**src/design/ivp_pkg.sv**
```systemverilog
// shared constants and types of the interrupt vector priority map
package ivp_pkg;

    // ********************************************************************
    // source list, in ascending vector number order
    // ********************************************************************
    localparam int NUM_SRC   = 27;
    localparam int VEC_W     = 6;
    localparam int ADDR_W    = 16;
    localparam int DATA_W    = 8;
    localparam int REG_AW    = 4;
    localparam int NUM_PIN   = 5;
    localparam int NUM_TMR   = 15;
    localparam int NUM_SER   = 4;

    // bit positions of the sources in the flat request vector
    localparam int SRC_NMI   = 0;
    localparam int SRC_PIN0  = 1;
    localparam int SRC_WDT   = 6;
    localparam int SRC_TMR0  = 7;
    localparam int SRC_SER0  = 22;
    localparam int SRC_CONV  = 26;

    localparam logic [VEC_W-1:0] SRC_VEC [0:NUM_SRC-1] = '{
        6'h07,                                  // non-maskable
        6'h0C, 6'h0D, 6'h0E, 6'h0F, 6'h10,      // pins 0..4
        6'h14,                                  // watchdog interval
        6'h18, 6'h19, 6'h1A,                    // timer 0
        6'h1C, 6'h1D, 6'h1E,                    // timer 1
        6'h20, 6'h21, 6'h22,                    // timer 2
        6'h24, 6'h25, 6'h26,                    // timer 3
        6'h28, 6'h29, 6'h2A,                    // timer 4
        6'h34, 6'h35, 6'h36, 6'h37,             // serial interface
        6'h3C                                   // converter end
    };

    // priority select code: 0..7 bit of select a, 8..15 bit of select b
    localparam logic [4:0] PSEL_NONE = 5'h10;
    localparam logic [4:0] SRC_PSEL [0:NUM_SRC-1] = '{
        5'h10,
        5'h07, 5'h06, 5'h05, 5'h05, 5'h04,
        5'h03,
        5'h02, 5'h02, 5'h02,
        5'h01, 5'h01, 5'h01,
        5'h00, 5'h00, 5'h00,
        5'h0F, 5'h0F, 5'h0F,
        5'h0E, 5'h0E, 5'h0E,
        5'h0B, 5'h0B, 5'h0B, 5'h0B,
        5'h09
    };

    // ********************************************************************
    // vector slot layout
    // ********************************************************************
    localparam int ADV_SLOT_SHIFT  = 2;
    localparam int NORM_SLOT_SHIFT = 1;

    // ********************************************************************
    // register map (word index on the register port)
    // ********************************************************************
    localparam logic [REG_AW-1:0] REG_PSEL_A    = 4'h0;
    localparam logic [REG_AW-1:0] REG_PSEL_B    = 4'h1;
    localparam logic [REG_AW-1:0] REG_CTRL      = 4'h2;
    localparam logic [REG_AW-1:0] REG_EVT_STAT  = 4'h3;
    localparam logic [REG_AW-1:0] REG_EVT_MASK  = 4'h4;
    localparam logic [REG_AW-1:0] REG_CUR_VEC   = 4'h5;
    localparam logic [REG_AW-1:0] REG_LAST_VEC  = 4'h6;
    localparam logic [REG_AW-1:0] REG_PEND_0    = 4'h7;
    localparam logic [REG_AW-1:0] REG_PEND_1    = 4'h8;
    localparam logic [REG_AW-1:0] REG_PEND_2    = 4'h9;
    localparam logic [REG_AW-1:0] REG_PEND_3    = 4'hA;

    localparam logic [DATA_W-1:0] PSEL_A_RST    = 8'h00;
    localparam logic [DATA_W-1:0] PSEL_B_RST    = 8'h00;
    localparam logic              CTRL_ADV_RST  = 1'b1;
    localparam int                CTRL_ADV_BIT  = 0;

    // event bits
    localparam int NUM_EVT       = 3;
    localparam int EVT_TAKEN     = 0;
    localparam int EVT_NMI_TAKEN = 1;
    localparam int EVT_SPURIOUS  = 2;

    // current vector readout fields
    localparam int CUR_VALID_BIT = 7;
    localparam int CUR_LEVEL_BIT = 6;

    // ********************************************************************
    // types
    // ********************************************************************
    typedef struct packed {
        logic                 valid;
        logic                 nmi;
        logic                 level;
        logic [VEC_W-1:0]     vec;
    } ivp_pick_s;

    typedef struct packed {
        logic                 nmi;
        logic [NUM_PIN-1:0]   pin;
        logic                 watchdog;
        logic [NUM_TMR-1:0]   timer;
        logic [NUM_SER-1:0]   serial;
        logic                 converter;
    } ivp_req_s;

endpackage

```
**src/design/ivp_arbiter.sv**
```systemverilog
// fixed-order arbiter with two promotable priority levels
`timescale 1ns/100ps
`default_nettype none

module ivp_arbiter
    import ivp_pkg::*;
(
    input  wire logic [NUM_SRC-1:0] i_req,
    input  wire logic [DATA_W-1:0]  i_psel_a,
    input  wire logic [DATA_W-1:0]  i_psel_b,
    output ivp_pick_s               o_pick
);

    logic [NUM_SRC-1:0] hi;

    // ********************************************************************
    // level of each source from its select bit
    // ********************************************************************
    genvar g;
    generate
        for (g = 0; g < NUM_SRC; g = g + 1) begin : g_lvl
            if (SRC_PSEL[g] == PSEL_NONE) begin : g_none
                assign hi[g] = 1'b0;
            end else if (SRC_PSEL[g][3] == 1'b0) begin : g_a
                assign hi[g] = i_psel_a[SRC_PSEL[g][2:0]];
            end else begin : g_b
                assign hi[g] = i_psel_b[SRC_PSEL[g][2:0]];
            end
        end
    endgenerate

    // ********************************************************************
    // pick: nmi, then level 1 by vector, then level 0 by vector
    // ********************************************************************
    always_comb begin
        o_pick = '0;
        for (int i = NUM_SRC - 1; i >= 0; i = i - 1) begin
            if (i_req[i] && !hi[i] && !o_pick.level) begin
                o_pick.valid = 1'b1;
                o_pick.vec   = SRC_VEC[i];
            end
        end
        for (int i = NUM_SRC - 1; i >= 0; i = i - 1) begin
            if (i_req[i] && hi[i]) begin
                o_pick.valid = 1'b1;
                o_pick.level = 1'b1;
                o_pick.vec   = SRC_VEC[i];
            end
        end
        if (i_req[SRC_NMI]) begin
            o_pick.valid = 1'b1;
            o_pick.nmi   = 1'b1;
            o_pick.level = 1'b1;
            o_pick.vec   = SRC_VEC[SRC_NMI];
        end
    end

endmodule

`default_nettype wire

```
**src/design/ivp_vec_addr.sv**
```systemverilog
// vector number to vector table address
`timescale 1ns/100ps
`default_nettype none

module ivp_vec_addr
    import ivp_pkg::*;
(
    input  wire logic [VEC_W-1:0]  i_vec,
    input  wire logic              i_adv,
    output logic      [ADDR_W-1:0] o_addr
);

    logic [ADDR_W-1:0] vec_wide;

    assign vec_wide = ADDR_W'(i_vec);

    // four-byte slots in advanced mode, two-byte slots in normal mode
    always_comb begin
        if (i_adv) begin
            o_addr = vec_wide << ADV_SLOT_SHIFT;
        end else begin
            o_addr = vec_wide << NORM_SLOT_SHIFT;
        end
    end

endmodule

`default_nettype wire

```
**src/design/ivp_top.sv**
```systemverilog
// interrupt vector priority map: arbitration, vector output, registers
// What this block does
// - each source has a fixed vector; advanced slot is vec*4, normal is vec*2
// - vector addresses are the low sixteen address bits only
// - by default the smaller vector number wins
// - all but the non-maskable source are reordered by the two select registers
// - after reset no source is promoted; default order applies
// - timer 0 uses vectors 24..26 under select a bit 2
// - timer 1 uses vectors 28..30 under select a bit 1
// - timer 2 uses vectors 32..34 under select a bit 0
// - timer 3 uses vectors 36..38 under select b bit 7
// - timer 4 uses vectors 40..42 under select b bit 6
// - serial interface uses vectors 52..55 under select b bit 3
// - non-maskable source always accepted, vector 7
// - pins 0..4 use vectors 12..16 in order
// - select bit one gives level 1, zero gives level 0
// - equal levels resolve by vector order, losers stay pending
`timescale 1ns/100ps
`default_nettype none

module ivp_top
    import ivp_pkg::*;
(
    input  wire logic              I_CLK,
    input  wire logic              I_RST_B,
    input  wire logic              I_NMI_REQ,
    input  wire logic [NUM_PIN-1:0] I_PIN_REQ,
    input  wire logic              I_WATCHDOG_REQ,
    input  wire logic [NUM_TMR-1:0] I_TIMER_REQ,
    input  wire logic [NUM_SER-1:0] I_SERIAL_REQ,
    input  wire logic              I_CONVERTER_REQ,
    input  wire logic              I_VEC_ACK,
    input  wire logic [REG_AW-1:0] I_REG_ADDR,
    input  wire logic [DATA_W-1:0] I_REG_WDATA,
    input  wire logic              I_REG_WR,
    input  wire logic              I_REG_RD,
    output logic      [DATA_W-1:0] O_REG_RDATA,
    output logic                   O_IRQ_VALID,
    output logic                   O_IRQ_NMI,
    output logic                   O_IRQ_LEVEL,
    output logic      [VEC_W-1:0]  O_VECTOR_NUM,
    output logic      [ADDR_W-1:0] O_VECTOR_ADDR,
    output logic                   O_INT
);

    // ********************************************************************
    // state
    // ********************************************************************
    typedef struct packed {
        logic [DATA_W-1:0]  psel_a;
        logic [DATA_W-1:0]  psel_b;
        logic               adv_mode;
        logic [NUM_EVT-1:0] evt_stat;
        logic [NUM_EVT-1:0] evt_mask;
        logic [VEC_W-1:0]   last_vec;
        logic               last_valid;
        logic               irq_valid;
        logic               irq_nmi;
        logic               irq_level;
        logic [VEC_W-1:0]   vec;
        logic [ADDR_W-1:0]  addr;
        logic               intr;
        logic [DATA_W-1:0]  rdata;
    } ivp_state_s;

    localparam ivp_state_s ST_RST = '{
        psel_a     : PSEL_A_RST,
        psel_b     : PSEL_B_RST,
        adv_mode   : CTRL_ADV_RST,
        evt_stat   : 3'h0,
        evt_mask   : 3'h0,
        last_vec   : 6'h00,
        last_valid : 1'b0,
        irq_valid  : 1'b0,
        irq_nmi    : 1'b0,
        irq_level  : 1'b0,
        vec        : 6'h00,
        addr       : 16'h0000,
        intr       : 1'b0,
        rdata      : 8'h00
    };

    ivp_state_s         st;
    ivp_state_s         next_st;

    ivp_req_s           req;
    logic [NUM_SRC-1:0] req_flat;
    ivp_pick_s          pick;
    logic [ADDR_W-1:0]  pick_addr;
    logic [NUM_EVT-1:0] evt_set;
    logic [NUM_EVT-1:0] evt_clr;
    logic [DATA_W-1:0]  rd_mux;
    logic [31:0]        pend_word;

    // ********************************************************************
    // request gathering
    // ********************************************************************
    assign req.nmi       = I_NMI_REQ;
    assign req.pin       = I_PIN_REQ;
    assign req.watchdog  = I_WATCHDOG_REQ;
    assign req.timer     = I_TIMER_REQ;
    assign req.serial    = I_SERIAL_REQ;
    assign req.converter = I_CONVERTER_REQ;

    // flat order follows ascending vector numbers; reserved vectors have no entry
    always_comb begin
        req_flat                                = '0;
        req_flat[SRC_NMI]                       = req.nmi;
        req_flat[SRC_PIN0 +: NUM_PIN]           = req.pin;
        req_flat[SRC_WDT]                       = req.watchdog;
        req_flat[SRC_TMR0 +: NUM_TMR]           = req.timer;
        req_flat[SRC_SER0 +: NUM_SER]           = req.serial;
        req_flat[SRC_CONV]                      = req.converter;
    end

    // ********************************************************************
    // arbitration and address forming
    // ********************************************************************
    ivp_arbiter u_arbiter (
        .i_req    (req_flat),
        .i_psel_a (st.psel_a),
        .i_psel_b (st.psel_b),
        .o_pick   (pick)
    );

    ivp_vec_addr u_vec_addr (
        .i_vec  (pick.vec),
        .i_adv  (st.adv_mode),
        .o_addr (pick_addr)
    );

    // ********************************************************************
    // events: set by the core's acknowledge, cleared by writing one
    // ********************************************************************
    always_comb begin
        evt_set                 = '0;
        evt_set[EVT_TAKEN]      = I_VEC_ACK && st.irq_valid;
        evt_set[EVT_NMI_TAKEN]  = I_VEC_ACK && st.irq_valid && st.irq_nmi;
        evt_set[EVT_SPURIOUS]   = I_VEC_ACK && !st.irq_valid;
        evt_clr                 = '0;
        if (I_REG_WR && I_REG_ADDR == REG_EVT_STAT) begin
            evt_clr = I_REG_WDATA[NUM_EVT-1:0];
        end
    end

    // ********************************************************************
    // read mux
    // ********************************************************************
    assign pend_word = 32'(req_flat);

    always_comb begin
        rd_mux = '0;
        case (I_REG_ADDR)
            REG_PSEL_A: begin
                rd_mux = st.psel_a;
            end
            REG_PSEL_B: begin
                rd_mux = st.psel_b;
            end
            REG_CTRL: begin
                rd_mux[CTRL_ADV_BIT] = st.adv_mode;
            end
            REG_EVT_STAT: begin
                rd_mux[NUM_EVT-1:0] = st.evt_stat;
            end
            REG_EVT_MASK: begin
                rd_mux[NUM_EVT-1:0] = st.evt_mask;
            end
            REG_CUR_VEC: begin
                rd_mux[VEC_W-1:0]    = st.vec;
                rd_mux[CUR_LEVEL_BIT] = st.irq_level;
                rd_mux[CUR_VALID_BIT] = st.irq_valid;
            end
            REG_LAST_VEC: begin
                rd_mux[VEC_W-1:0]    = st.last_vec;
                rd_mux[CUR_VALID_BIT] = st.last_valid;
            end
            REG_PEND_0: begin
                rd_mux = pend_word[7:0];
            end
            REG_PEND_1: begin
                rd_mux = pend_word[15:8];
            end
            REG_PEND_2: begin
                rd_mux = pend_word[23:16];
            end
            REG_PEND_3: begin
                rd_mux = pend_word[31:24];
            end
            default: begin
                rd_mux = '0;
            end
        endcase
    end

    // ********************************************************************
    // next state
    // ********************************************************************
    always_comb begin
        next_st = st;

        // unused select bits are still stored and read back
        if (I_REG_WR) begin
            case (I_REG_ADDR)
                REG_PSEL_A: begin
                    next_st.psel_a = I_REG_WDATA;
                end
                REG_PSEL_B: begin
                    next_st.psel_b = I_REG_WDATA;
                end
                REG_CTRL: begin
                    next_st.adv_mode = I_REG_WDATA[CTRL_ADV_BIT];
                end
                REG_EVT_MASK: begin
                    next_st.evt_mask = I_REG_WDATA[NUM_EVT-1:0];
                end
                default: begin
                    next_st.adv_mode = st.adv_mode;
                end
            endcase
        end

        // set wins over a clear in the same cycle
        next_st.evt_stat = (st.evt_stat & ~evt_clr) | evt_set;

        if (I_VEC_ACK && st.irq_valid) begin
            next_st.last_vec   = st.vec;
            next_st.last_valid = 1'b1;
        end

        // losers are not cleared; their lines stay up until their own source drops them
        next_st.irq_valid = pick.valid;
        next_st.irq_nmi   = pick.nmi;
        next_st.irq_level = pick.level;
        next_st.vec       = pick.vec;
        next_st.addr      = pick_addr;

        next_st.intr = |(next_st.evt_stat & next_st.evt_mask);

        if (I_REG_RD) begin
            next_st.rdata = rd_mux;
        end else begin
            next_st.rdata = '0;
        end
    end

    // ********************************************************************
    // registers
    // ********************************************************************
    always_ff @(posedge I_CLK or negedge I_RST_B) begin
        if (!I_RST_B) begin
            st <= ST_RST;
        end else begin
            st <= next_st;
        end
    end

    // ********************************************************************
    // outputs
    // ********************************************************************
    assign O_REG_RDATA   = st.rdata;
    assign O_IRQ_VALID   = st.irq_valid;
    assign O_IRQ_NMI     = st.irq_nmi;
    assign O_IRQ_LEVEL   = st.irq_level;
    assign O_VECTOR_NUM  = st.vec;
    assign O_VECTOR_ADDR = st.addr;
    assign O_INT         = st.intr;

endmodule

`default_nettype wire

```
**config.mk**
```make
export PLATFORM = sky130hd
export DESIGN_NAME = ivp_top
export DESIGN_NICKNAME = d
export VERILOG_FILES = /design/src/design/ivp_pkg.sv /design/src/design/ivp_arbiter.sv /design/src/design/ivp_vec_addr.sv /design/src/design/ivp_top.sv
export SDC_FILE = /design/constraint.sdc
export NUM_CORES = 1
export LEC_CHECK = 0
export BUFFER_PORTS_ARGS = -buffer_cell sky130_fd_sc_hd__buf_4
export CORE_MARGIN = 2
export CORE_UTILIZATION = 40
export CTS_BUF_LIST = sky130_fd_sc_hd__clkbuf_4
export DETAILED_ROUTE_END_ITERATION = 10
export PLACE_DENSITY = 0.65
export SLEW_MARGIN = 20
export SYNTH_ARGS = -nofsm -noshare
export SYNTH_HDL_FRONTEND = slang
export SYNTH_HIERARCHICAL = 1
export SYNTH_SLANG_ARGS = --single-unit
```
**constraint.sdc**
```tcl
create_clock -name I_CLK -period 2.49 [get_ports I_CLK]
set_input_delay 0.747 -clock I_CLK [delete_from_list [all_inputs] [get_ports I_CLK]]
set_output_delay 0.747 -clock I_CLK [all_outputs]
set_load 0.02 [all_outputs]
```
## After elaboration in Yosys (flattened, before gate mapping)

Cells that the tools add are included.

| storage, ports and cells | value |
|---|---|
| bits in registers | 64 |
| logic and storage cells | 217 |

| operators by class | value |
|---|---|
| equality and inequality tests | 10 |
| multiplexer cells | 115 |
| bitwise operators | 4 |
| reductions and logical operators | 74 |

Operator list:

| operator | number |
|---|---|
| 7-bit 2-to-1 mux | 26 |
| 6-bit 2-to-1 mux | 26 |
| 1-bit logical AND | 56 |
| 1-bit 2-to-1 mux | 52 |
| 3-bit case mux with 7 select lines | 1 |
| 2-bit case mux with 10 select lines | 1 |
| 4-bit by 3-bit equality test with 1-bit output (second input constant) | 4 |
| 8-bit 2-to-1 mux | 2 |
| 1-bit logical NOT | 13 |
| 4-bit equality test (second input constant) | 3 |
| 1-bit case mux with 11 select lines | 1 |
| 3-bit 2-to-1 mux | 3 |
| 9-bit 2-to-1 mux | 1 |
| 4-bit by 2-bit equality test with 1-bit output (second input constant) | 2 |
| 1-bit case mux with 7 select lines | 1 |
| 3-bit bitwise AND | 2 |
| 1-bit case mux with 6 select lines | 1 |
| 2-bit AND reduction | 3 |
| 4-bit by 1-bit equality test with 1-bit output (second input constant) | 1 |
| 4-bit logical NOT | 1 |
| 3-bit NOT | 1 |
| 3-bit bitwise OR | 1 |
| 3-bit OR reduction | 1 |

## Depth between registers and ports, before layout

Gate-level depths: netlist of the first run.

| logic depth | value |
|---|---|
| depth in word-level cells | 56 |
| gate-level depth with buffers | 8 |
| gate-level depth less buffers | 7 |

## Hierarchy

Netlist of the first run, hierarchy kept.

Modules (own cells, without submodules):

| module | instances | cells an instance | area each (um^2) | seq. area each (um^2) |
|---|---|---|---|---|
| ivp_top | 1 | 255 | 3009.1 | 1602.8 |
| ivp_arbiter | 1 | 175 | 994.7 | 0.0 |
| ivp_vec_addr | 1 | 18 | 173.9 | 0.0 |

## Least setup slack after synthesis of the first run

No wires, ideal clock.

| timing path | value |
|---|---|
| path type | input to register |
| from | input port I_SERIAL_REQ[0] |
| to | register st (netlist bit O_VECTOR_ADDR[4]) |
| library setup time | 0.065 ns |
| arrival time | 2.267 ns |
| path slack | 0.158 ns |
| stages on the path | 7 |
| path buffers | 0 |
| cells stage by stage | nor4_1 -> nor2_1 -> o21ai_0 -> a21oi_1 -> or3b_2 -> a211oi_1 -> mux2_4 |

RTL lines:

| element | line | RTL |
|---|---|---|
| start, declared | ivp_top.sv:30 | `input wire logic [NUM_SER-1:0] I_SERIAL_REQ,` |
| end signal, assigned | ivp_top.sv:254 | `st <= next_st;` |
| end, declared | ivp_top.sv:83 | `ivp_state_s st;` |

==> results.toml, run 1 <==
[critical_path]
rr_endpoint = "O_VECTOR_ADDR[2]$_DFF_PN0_"
reg2reg_slack_ns = 0.31
path_max_fanout = 4
criticalPathCategory = "in2reg"
reg2reg_from = "st[58]$_DFFE_PN0P_"
crit_path_end_kind = "flop"
worstPathArrival_ns = 2.58
crit_required_ns = 2.87
ff2ff_path_depth = 6
start_kind = "input port"

[clocking]
cts_tree = "done"
hold_buffers = 0
path_clk_slew_ns = 0.12
ctsHtreeMaxLevel = 3
cts.sinks = 64
ctsLongestPathBuffers = 2
cts_buffers = 9
cts_setup_buffers = 0
cts-resized-gates = 0
clock_latency_ns = 0.43
cts-root-buf = "clkbuf_4"

[power_and_ir_drop]
p_comb_frac = 0.356
clkPwrFrac = 0.235
p_leak_nw = 2.250
switching_power_w = 0.001227
swShare = 0.3573
power.density_mw_per_mm2 = 686.2
p_int_w = 0.002207
power_frac_seq = 0.409
ir_worst_vdd_mv = 0.2612

[synthesis]
synth_ff_type = "dfrtp_1"
yosysWarningCount = 6
synth.area.top_cells = "dfrtp_1, mux2_2, buf_4"
synth_area_mm2 = 0.004178
syn_avg_cell_area_um2 = 9.325
ys_ff_latch = 64
async_reset_ff_frac = 1.000
postSynthCellCount = 448
ys_seq_area_frac = 0.3836
ys_types = 72
synth_top_area_frac = 0.3774
synth_edf_count = 0
synth_top_area_cell = "dfrtp_1"

[floorplanning]
std_cell_rows = 37
die_x_um = 106.2
dieArea_mm2 = 0.01128
coreArea_mm2 = 0.01023
ios = 78
floorplan.initialDensity = 0.4083
die_h_um = 106.2

[timing]
fin_crit_sh = 0.8845
max-slew-margin-rel = 0.4668
hold_violations = 0
fin_skew_ns = 0.01964
fmax_mhz = 454.1
hold_ws_ns = 0.4007
finalMaxSlewViolations = 0
setup_violations = 0
min_period_ns = 2.202
grt_setup_unrepaired = "false"
fin_ws_ns = 0.2877
worst_slew_pin_slew_ns = 0.7999

[worst_hold_path]
hold_class = "in2async"

[detailed_routing]
drc_errors = 0
wirelength_um = 12910
drt_iter0_markers = 292
postRouteAntennaNets = 0
wire_per_inst_um = 19.47
via_count = 3747
vias_per_cell = 5.652
drtPass1Iterations = 6

[grt]
grt_max_degree = 65
grt_pass1_wl_um = 19980
grt-ovfl-total = 0
grt_use_total = 0.2330
grt_pass1_vias = 3558
antenna_found_initial = 0

[placement]
io_buffers = 77
place_ws_ns = -0.1349
place_congestion = 0.9432
place_inst = 647
dpl.hpwl_um = 10050

[cells_and_area]
area_growth_pct = 19.80
antenna_cells = 0
fill_cells = 1025
layout_commonest_cell = "buf_4"
final_cell_mix = "buf_4, dfrtp_1, nand2_1"
nets = 566
instances_no_fill = 663
drive_gt1_frac = 0.3397

[run]
cap_violations = 0

[outcome]
status = "finished, final reports clean"
[how the worst max path moves through the flow]
stage                  startpoint                    endpoint  slack [ns]  depth (start not counted)
2_1_floorplan     I_SERIAL_REQ[0]  O_VECTOR_ADDR[4]$_DFF_PN0_        0.16                          7
6_report          I_SERIAL_REQ[0]  O_VECTOR_ADDR[5]$_DFF_PN0_        0.29                          9
3_5_place_dp      I_SERIAL_REQ[0]  O_VECTOR_ADDR[5]$_DFF_PN0_       -0.13                          9
5_1_grt        st[58]$_DFFE_PN0P_  O_VECTOR_ADDR[1]$_DFF_PN0_        0.13                          6
4_1_cts           I_SERIAL_REQ[0]  O_VECTOR_ADDR[5]$_DFF_PN0_        0.32                          9
3_3_place_gp      I_SERIAL_REQ[0]  O_VECTOR_ADDR[4]$_DFF_PN0_       -0.16                          9
[power by group through the flow]
stage | combinational [W] | clock (W) | sequential, W
global placement | 0.00119 | 0 | 0.00142
CTS | 0.00121 | 0.000826 | 0.00140
finish | 0.00122 | 0.000806 | 0.00141
floorplan | 0.000858 | 0 | 0.00131
global route | 0.00132 | 0.000874 | 0.00142
detailed placement | 0.00120 | 0 | 0.00142
[per-stage QoR]
stage / total power (W) / TNS (ns) / cell area (um2) / util
finish: 0.003434 / 0 / 5005 / 0.4892
global route: 0.003618 / 0 / 5005 / 0.4892
CTS: 0.003438 / 0 / 5005 / 0.4892
detailed placement: 0.002628 / -0.4295 / 4846 / 0.4736
global placement: 0.002615 / -0.4989 / 4846 / 0.4736
floorplan: 0.002168 / 0 / 4208 / -
[cell families after synthesis]
family          share of synthesized area
simple gates                       0.1977
compound gates                     0.1878
buf+inv                            0.1063
flops                              0.3836
mux                                0.1237
other cells                     0.0008976
[synthesized netlist by cell type (4+ instances only)]
master and n:
a211oi_1 4, a21oi_1 28, a221oi_1 5, a22o_1 4, a22oi_1 5, a31oi_1 6, and2_1 4, and3_1 5
buf_2 7, buf_4 40, clkbuf_1 11, dfrtp_1 63, inv_1 15, mux2_2 27, mux2_4 5, mux2i_1 7
nand2_1 30, nand2b_1 12, nand3_1 15, nand3b_1 9, nor2_1 24, nor2b_1 12, nor3_1 12, o21ai_0 26
o22ai_1 4
[registers in the layout, indices dropped and copies added, names as in the netlist]
name	cells
O_IRQ_NMI	1
O_IRQ_LEVEL	1
O_REG_RDATA	8
O_IRQ_VALID	1
O_INT	1
O_VECTOR_ADDR	16
st	30
O_VECTOR_NUM	6
[worst max-delay path, stage by stage]
cell and delay [ns]:
buf_4 0.13, nor4_1 0.35, nor2_1 0.06, o21ai_0 0.19, a21oi_1 0.09, or3b_2 0.46
a211oi_1 0.27, buf_4 0.16, mux2_4 0.13
[final cells by class]
cell class | instances | area, um2 | area share
inverter | 15 | 56.30 | 0.01125
timing repair buffer | 114 | 855.8 | 0.1710
clock inverter | 6 | 83.83 | 0.01675
tap | 136 | 170.2 | 0.03400
clock buffer | 10 | 75.07 | 0.01500
multi-input combinational | 318 | 2161 | 0.4317
sequential | 64 | 1603 | 0.3203
[per-layer routing]
layer / part of all wire / track usage / up-vias / wire length, um
li1: - / - / 1739 / -
met1: 0.45 / 0.3174 / 1816 / 5754
met2: 0.47 / 0.3736 / 170 / 6055
met3: 0.062 / 0.04292 / 22 / 806
met4: 0.023 / 0.07801 / 0 / 295
met5: 0 / 0 / - / 0
Power figures use the tool's default switching activity.
==> run 2, diff against run 1 <==
--- a/config.mk
+++ b/config.mk
@@ -5,6 +5,7 @@
 export SDC_FILE = /design/constraint.sdc
 export NUM_CORES = 1
 export LEC_CHECK = 0
+export ABC_AREA = 1
 export BUFFER_PORTS_ARGS = -buffer_cell sky130_fd_sc_hd__buf_4
 export CORE_MARGIN = 2
 export CORE_UTILIZATION = 40
==> run 2 against run 1 <==
Compared with the run above: the run now ends with negative setup slack left; power up 0.41%; area after synthesis down 0.48%; fmax down 15%; utilization up 2.8 points; via count up 12%; critical path depth up 29; synthesized cell count up 35%; worst hold slack worse by 0.16 ns; die area down 0.46%; critical endpoint is now O_VECTOR_ADDR[2]$_DFF_PN0_; largest cell class unchanged.
==> results.toml, run 2 <==
[grt]
grt_use_total = 0.2386
grt_pass1_wl_um = 20440
grt-ovfl-total = 0
grt_max_degree = 37
grt_pass1_vias = 3964
antenna_found_initial = 0

[timing]
max-slew-margin-rel = 0.6291
hold_violations = 0
setup_violations = 2
grt_setup_unrepaired = "true"
fmax_mhz = 386.8
fin_crit_sh = 1.038
finalSetupTns_ns = -0.1752
worst_slew_pin_slew_ns = 0.5557
fin_ws_ns = -0.09544
min_period_ns = 2.585
finalMaxSlewViolations = 0
fin_skew_ns = 0.01085

[power_and_ir_drop]
p_leak_nw = 2.991
ir_worst_vdd_mv = 0.4134
power.density_mw_per_mm2 = 654.7

[placement]
place_ws_ns = -0.4705
dpl.hpwl_um = 10480
place_congestion = 0.9693
place_area_mm2 = 0.005051
io_buffers = 77

[cells_and_area]
antenna_cells = 0
drive_gt1_frac = 0.3029
largest_reg_flops = 30
fin_area_mm2 = 0.005266
final_core_util = 0.5171
top_register = "st"
fill_cells = 1047
layout_commonest_cell = "nand2_1"
final_cell_mix = "nand2_1, buf_4, dfrtp_1"
nets = 762
area_growth_pct = 26.66

[floorplanning]
die_h_um = 106.0
dieArea_mm2 = 0.01123
die_x_um = 106.0
ios = 78
floorplan.initialDensity = 0.4082
std_cell_rows = 37
coreArea_mm2 = 0.01018

[synthesis]
ys_seq_area_frac = 0.3855
yosysMostFrequentCell = "nand2_1"
synth_top_area_frac = 0.3792
ys_ff_latch = 64
ys_types = 30
postSynthCellCount = 606
yosysWarningCount = 6
synth.area.top_cells = "dfrtp_1, nand2_1, buf_4"
syn_avg_cell_area_um2 = 6.861
synth_ff_type = "dfrtp_1"
synth_area_mm2 = 0.004158
async_reset_ff_frac = 1.000
synth_edf_count = 0
yosys-top-cells-count = "nand2_1, dfrtp_1, inv_1"
synth_top_area_cell = "dfrtp_1"

[clocking]
ctsHtreeMaxLevel = 3
cts_buffers = 9
path_clk_slew_ns = 0.12
clock_latency_ns = 0.41
cts_tree = "done"
cts-root-buf = "clkbuf_4"
ctsLongestPathBuffers = 2
cts.sinks = 64

[critical_path]
critical_path.top_delay_family = "simple AND/OR/NAND/NOR gates"
max_stage_delay_ns = 0.45
crit_buf_inv = 2
criticalPathCategory = "reg2reg"
crit_path_frequent_cell = "nand2_1"
path_max_fanout = 3
worstPathArrival_ns = 2.90
slowest_stage = "dfrtp_1"
crit_required_ns = 2.81
crit_path_end_kind = "flop"
start_kind = "flop"

[detailed_routing]
postRouteAntennaNets = 0
drtPass1Iterations = 5
vias_per_cell = 4.882
wirelength_um = 12930
drt_iter0_markers = 359
wire_per_inst_um = 15.05
drc_errors = 0
via_count = 4194

[outcome]
status = "complete, but fails checks"
failed_checks = "negative setup slack"

[worst_hold_path]
hold_class = "in2async"

[run]
cap_violations = 0
-- run 2: changes by cell type after synthesis, sizes merged, moves of 7 or more --
cell,before,now
mux2i,7,0
a21oi,29,14
clkbuf,11,0
nor2b,12,0
nand2,30,246
nor2,24,57
nand3,16,43
mux2,32,6
o21ai,27,35
nand3b,9,2
nand2b,12,0
inv,15,71
-- run 2: cell type report --
class / instances / area, um2 / share of cell area
clock buffer: 9 / 67.56 / 0.01283
sequential: 64 / 1604 / 0.3046
multi-input combinational: 432 / 1991 / 0.3780
timing repair buffer: 139 / 1060 / 0.2012
tap: 136 / 170.2 / 0.03231
inverter: 72 / 271.5 / 0.05156
clock inverter: 7 / 102.6 / 0.01948
-- run 2: worst paths after layout --
kind | startpoint | endpoint | slack (ns) | cells past startpoint
max | st[51]$_DFFE_PN0P_ | O_VECTOR_ADDR[2]$_DFF_PN0_ | -0.1 | 38
min | I_RST_B | O_VECTOR_ADDR[4]$_DFF_PN0_ | 0.24 | 1
max reg2reg | st[51]$_DFFE_PN0P_ | O_VECTOR_ADDR[2]$_DFF_PN0_ | -0.1 | 38
min reg2reg | st[48]$_DFFE_PN0P_ | st[48]$_DFFE_PN0P_ | 0.50 | 2
max in group asynchronous | I_RST_B | st[47]$_DFFE_PN1P_ | 1.68 | 2
min in group I_CLK | st[48]$_DFFE_PN0P_ | st[48]$_DFFE_PN0P_ | 0.50 | 2
-- run 2: routing by layer --
metal,routed length [um],GRT usage,vias to the layer above,part of all wire
met5,0,0,-,0
met4,142,0.05075,0,0.011
met3,1086,0.04905,13,0.084
met2,6024,0.3806,180,0.47
met1,5678,0.3369,1938,0.44
li1,-,-,2063,-
-- run 2: report_power, final --
part	internal, W	switching [W]
Sequential	0.00120	0.000132
Clock	0.000419	0.000421
Combinational	0.000530	0.000749
-- run 2: through the flow --
step / power, W / cells / hold slack [ns]
floorplan: 0.002092 / 614 / 0.4349
global placement: 0.002599 / 841 / 0.4598
detailed placement: 0.002588 / 841 / 0.4721
CTS: 0.003449 / 859 / 0.2228
global route: 0.003682 / 859 / 0.2227
finish: 0.003448 / 859 / 0.2367
-- run 2: timing repair --
item,in CTS,in global routing
setup buffers,2,0
pin swaps,0,2
endpoints found under the setup margin,2,9
resized for setup,3,7
hold buffers,0,0
-- run 2: cells by family after synthesis --
| group | count (synthesis) | synth area share |
|---|---|---|
| compound gates | 57 | 0.08637 |
| other cells | 1 | 0.0009019 |
| mux | 6 | 0.01625 |
| buf+inv | 118 | 0.1487 |
| flops | 64 | 0.3855 |
| simple gates | 360 | 0.3623 |
==> run 3, diff against run 2 <==
--- a/config.mk
+++ b/config.mk
@@ -7,6 +7,7 @@
 export LEC_CHECK = 0
 export ABC_AREA = 1
 export BUFFER_PORTS_ARGS = -buffer_cell sky130_fd_sc_hd__buf_4
+export CORE_ASPECT_RATIO = 0.8
 export CORE_MARGIN = 2
 export CORE_UTILIZATION = 40
 export CTS_BUF_LIST = sky130_fd_sc_hd__clkbuf_4
==> run 3 against run 2 <==
Compared with the run above: non-clock buffer count is 18 lower; first-iteration DRC count is 16% lower; the flow still finishes with violations (negative setup slack); die area hardly changed; critical path type unchanged; fmax is 1.6% lower.
==> results.toml, run 3 (synthesis gave the netlist of run 2 again) <==
[grt]
grt-ovfl-total = 0
antenna_found_initial = 0
grt_pass1_vias = 3810
grt_use_total = 0.2361
grt_pass1_wl_um = 19920
grt_max_degree = 35

[detailed_routing]
postRouteAntennaNets = 0
via_count = 4122
drc_errors = 0
drtPass1Iterations = 5
wire_per_inst_um = 14.94
wirelength_um = 12630
drt_iter0_markers = 300
vias_per_cell = 4.878

[worst_hold_path]
hold_class = "in2async"

[critical_path]
start_kind = "flop"
slowest_stage = "dfrtp_1"
max_stage_delay_ns = 0.41
crit_path_frequent_cell = "nand2_1"
crit_required_ns = 2.81
path_max_fanout = 3
worstPathArrival_ns = 2.94
criticalPathCategory = "reg2reg"
crit_path_end_kind = "flop"

[timing]
min_period_ns = 2.628
finalMaxSlewViolations = 0
fin_ws_ns = -0.1376
finalSetupTns_ns = -0.2883
hold_violations = 0
setup_violations = 3
fmax_mhz = 380.6
worst_slew_pin_slew_ns = 0.5679
fin_skew_ns = 0.01899
fin_crit_sh = 1.055
grt_setup_unrepaired = "true"
max-slew-margin-rel = 0.6210

[floorplanning]
floorplan.initialDensity = 0.4077
die_x_um = 118.0
ios = 78
std_cell_rows = 33
dieArea_mm2 = 0.01123
coreArea_mm2 = 0.01020
die_h_um = 95.19

[clocking]
cts_tree = "done"
cts-root-buf = "clkbuf_4"
path_clk_slew_ns = 0.11
ctsLongestPathBuffers = 2
cts_buffers = 9
ctsHtreeMaxLevel = 3
cts.sinks = 64
clock_latency_ns = 0.42

[run]
cap_violations = 0

[power_and_ir_drop]
switching_power_w = 0.001222
p_comb_frac = 0.373
swShare = 0.3789
ir_worst_vdd_mv = 0.3612
power.density_mw_per_mm2 = 635.0
power_frac_seq = 0.415
p_leak_nw = 2.892
power.total_w = 0.003224
clkPwrFrac = 0.212
p_int_w = 0.002002

[cells_and_area]
top_register = "st"
fin_area_mm2 = 0.005077
final_cell_mix = "nand2_1, buf_4, dfrtp_1"
area_growth_pct = 22.12
largest_reg_flops = 30
drive_gt1_frac = 0.2766
instances_no_fill = 845
layout_commonest_cell = "nand2_1"
antenna_cells = 0
nets = 744
fill_cells = 1033

[placement]
place_area_mm2 = 0.004921
place_inst = 827
place_ws_ns = -0.5026
place_congestion = 1.010
dpl.hpwl_um = 10360
io_buffers = 77

[outcome]
failed_checks = "negative setup slack"
status = "complete, but fails checks"
==> run 3: changes by cell type in the layout (fill, tap and decap cells not counted), moves of 2 or more <==
cell      change
clkbuf_4      +2
buf_4        -17
a21boi_1      +2
clkinv_1      +2
clkinv_2      +2
inv_6         -3
==> run 3: area by class of cell <==
type	instances	area [um2]	share of cell area
timing repair buffer	121	920.9	0.1814
tap	140	175.2	0.03450
clock buffer	11	82.58	0.01626
sequential	64	1603	0.3157
inverter	72	271.5	0.05347
clock inverter	5	47.55	0.009364
multi-input combinational	432	1977	0.3894
==> run 3: through the flow <==
| stage | hold slack (ns) | utilization |
|---|---|---|
| after floorplan | 0.4349 | - |
| after global placement | 0.4676 | 0.4825 |
| after detailed placement | 0.4689 | 0.4825 |
| after CTS | 0.2476 | 0.4971 |
| after global routing | 0.2483 | 0.4979 |
| final | 0.2470 | 0.4979 |
==> run 3: worst max-delay path: cells and delay by family (launching register included) <==
family	cells	cell delay (ns)
AND/OR/NAND/NOR	36	2.01
flip-flops	1	0.41
buffers and inverters	2	0.12
==> run 3: per-layer routing <==
metal  up-vias  routed length [um]  track usage
met1      1917                6241       0.3426
li1       2026                   -            -
met3        18                 964      0.06758
met5         -                   0            0
met4         0                 147      0.05924
met2       161                5271       0.3459
==> run 3: timing repair <==
action | in CTS | in global routing
buffers inserted | 2 | 0
hold buffers | 0 | 0
endpoints found under the setup margin | 3 | 5
gates resized for setup | 2 | 3
pin swaps | 1 | 1
==> run 3: power groups by stage <==
stage	Sequential, W	Combinational [W]	Clock, W
after floorplan	0.00131	0.000781	0
after global placement	0.00135	0.00116	0
after detailed placement	0.00136	0.00117	0
after CTS	0.00134	0.00119	0.000704
after global routing	0.00136	0.00134	0.000747
final	0.00134	0.00120	0.000682
==> run 3: worst paths after layout <==
path                                    start                          to  slack, ns  cells after the start
max                        st[54]$_DFFE_PN0P_  O_VECTOR_ADDR[2]$_DFF_PN0_      -0.14                     38
max reg2reg                st[54]$_DFFE_PN0P_  O_VECTOR_ADDR[2]$_DFF_PN0_      -0.14                     38
min                                   I_RST_B    O_REG_RDATA[6]$_DFF_PN0_       0.25                      1
min in group I_CLK         st[34]$_DFFE_PN0N_          st[34]$_DFFE_PN0N_       0.49                      2
min reg2reg                st[34]$_DFFE_PN0N_          st[34]$_DFFE_PN0N_       0.49                      2
max in group asynchronous             I_RST_B          st[47]$_DFFE_PN1P_       1.63                      2
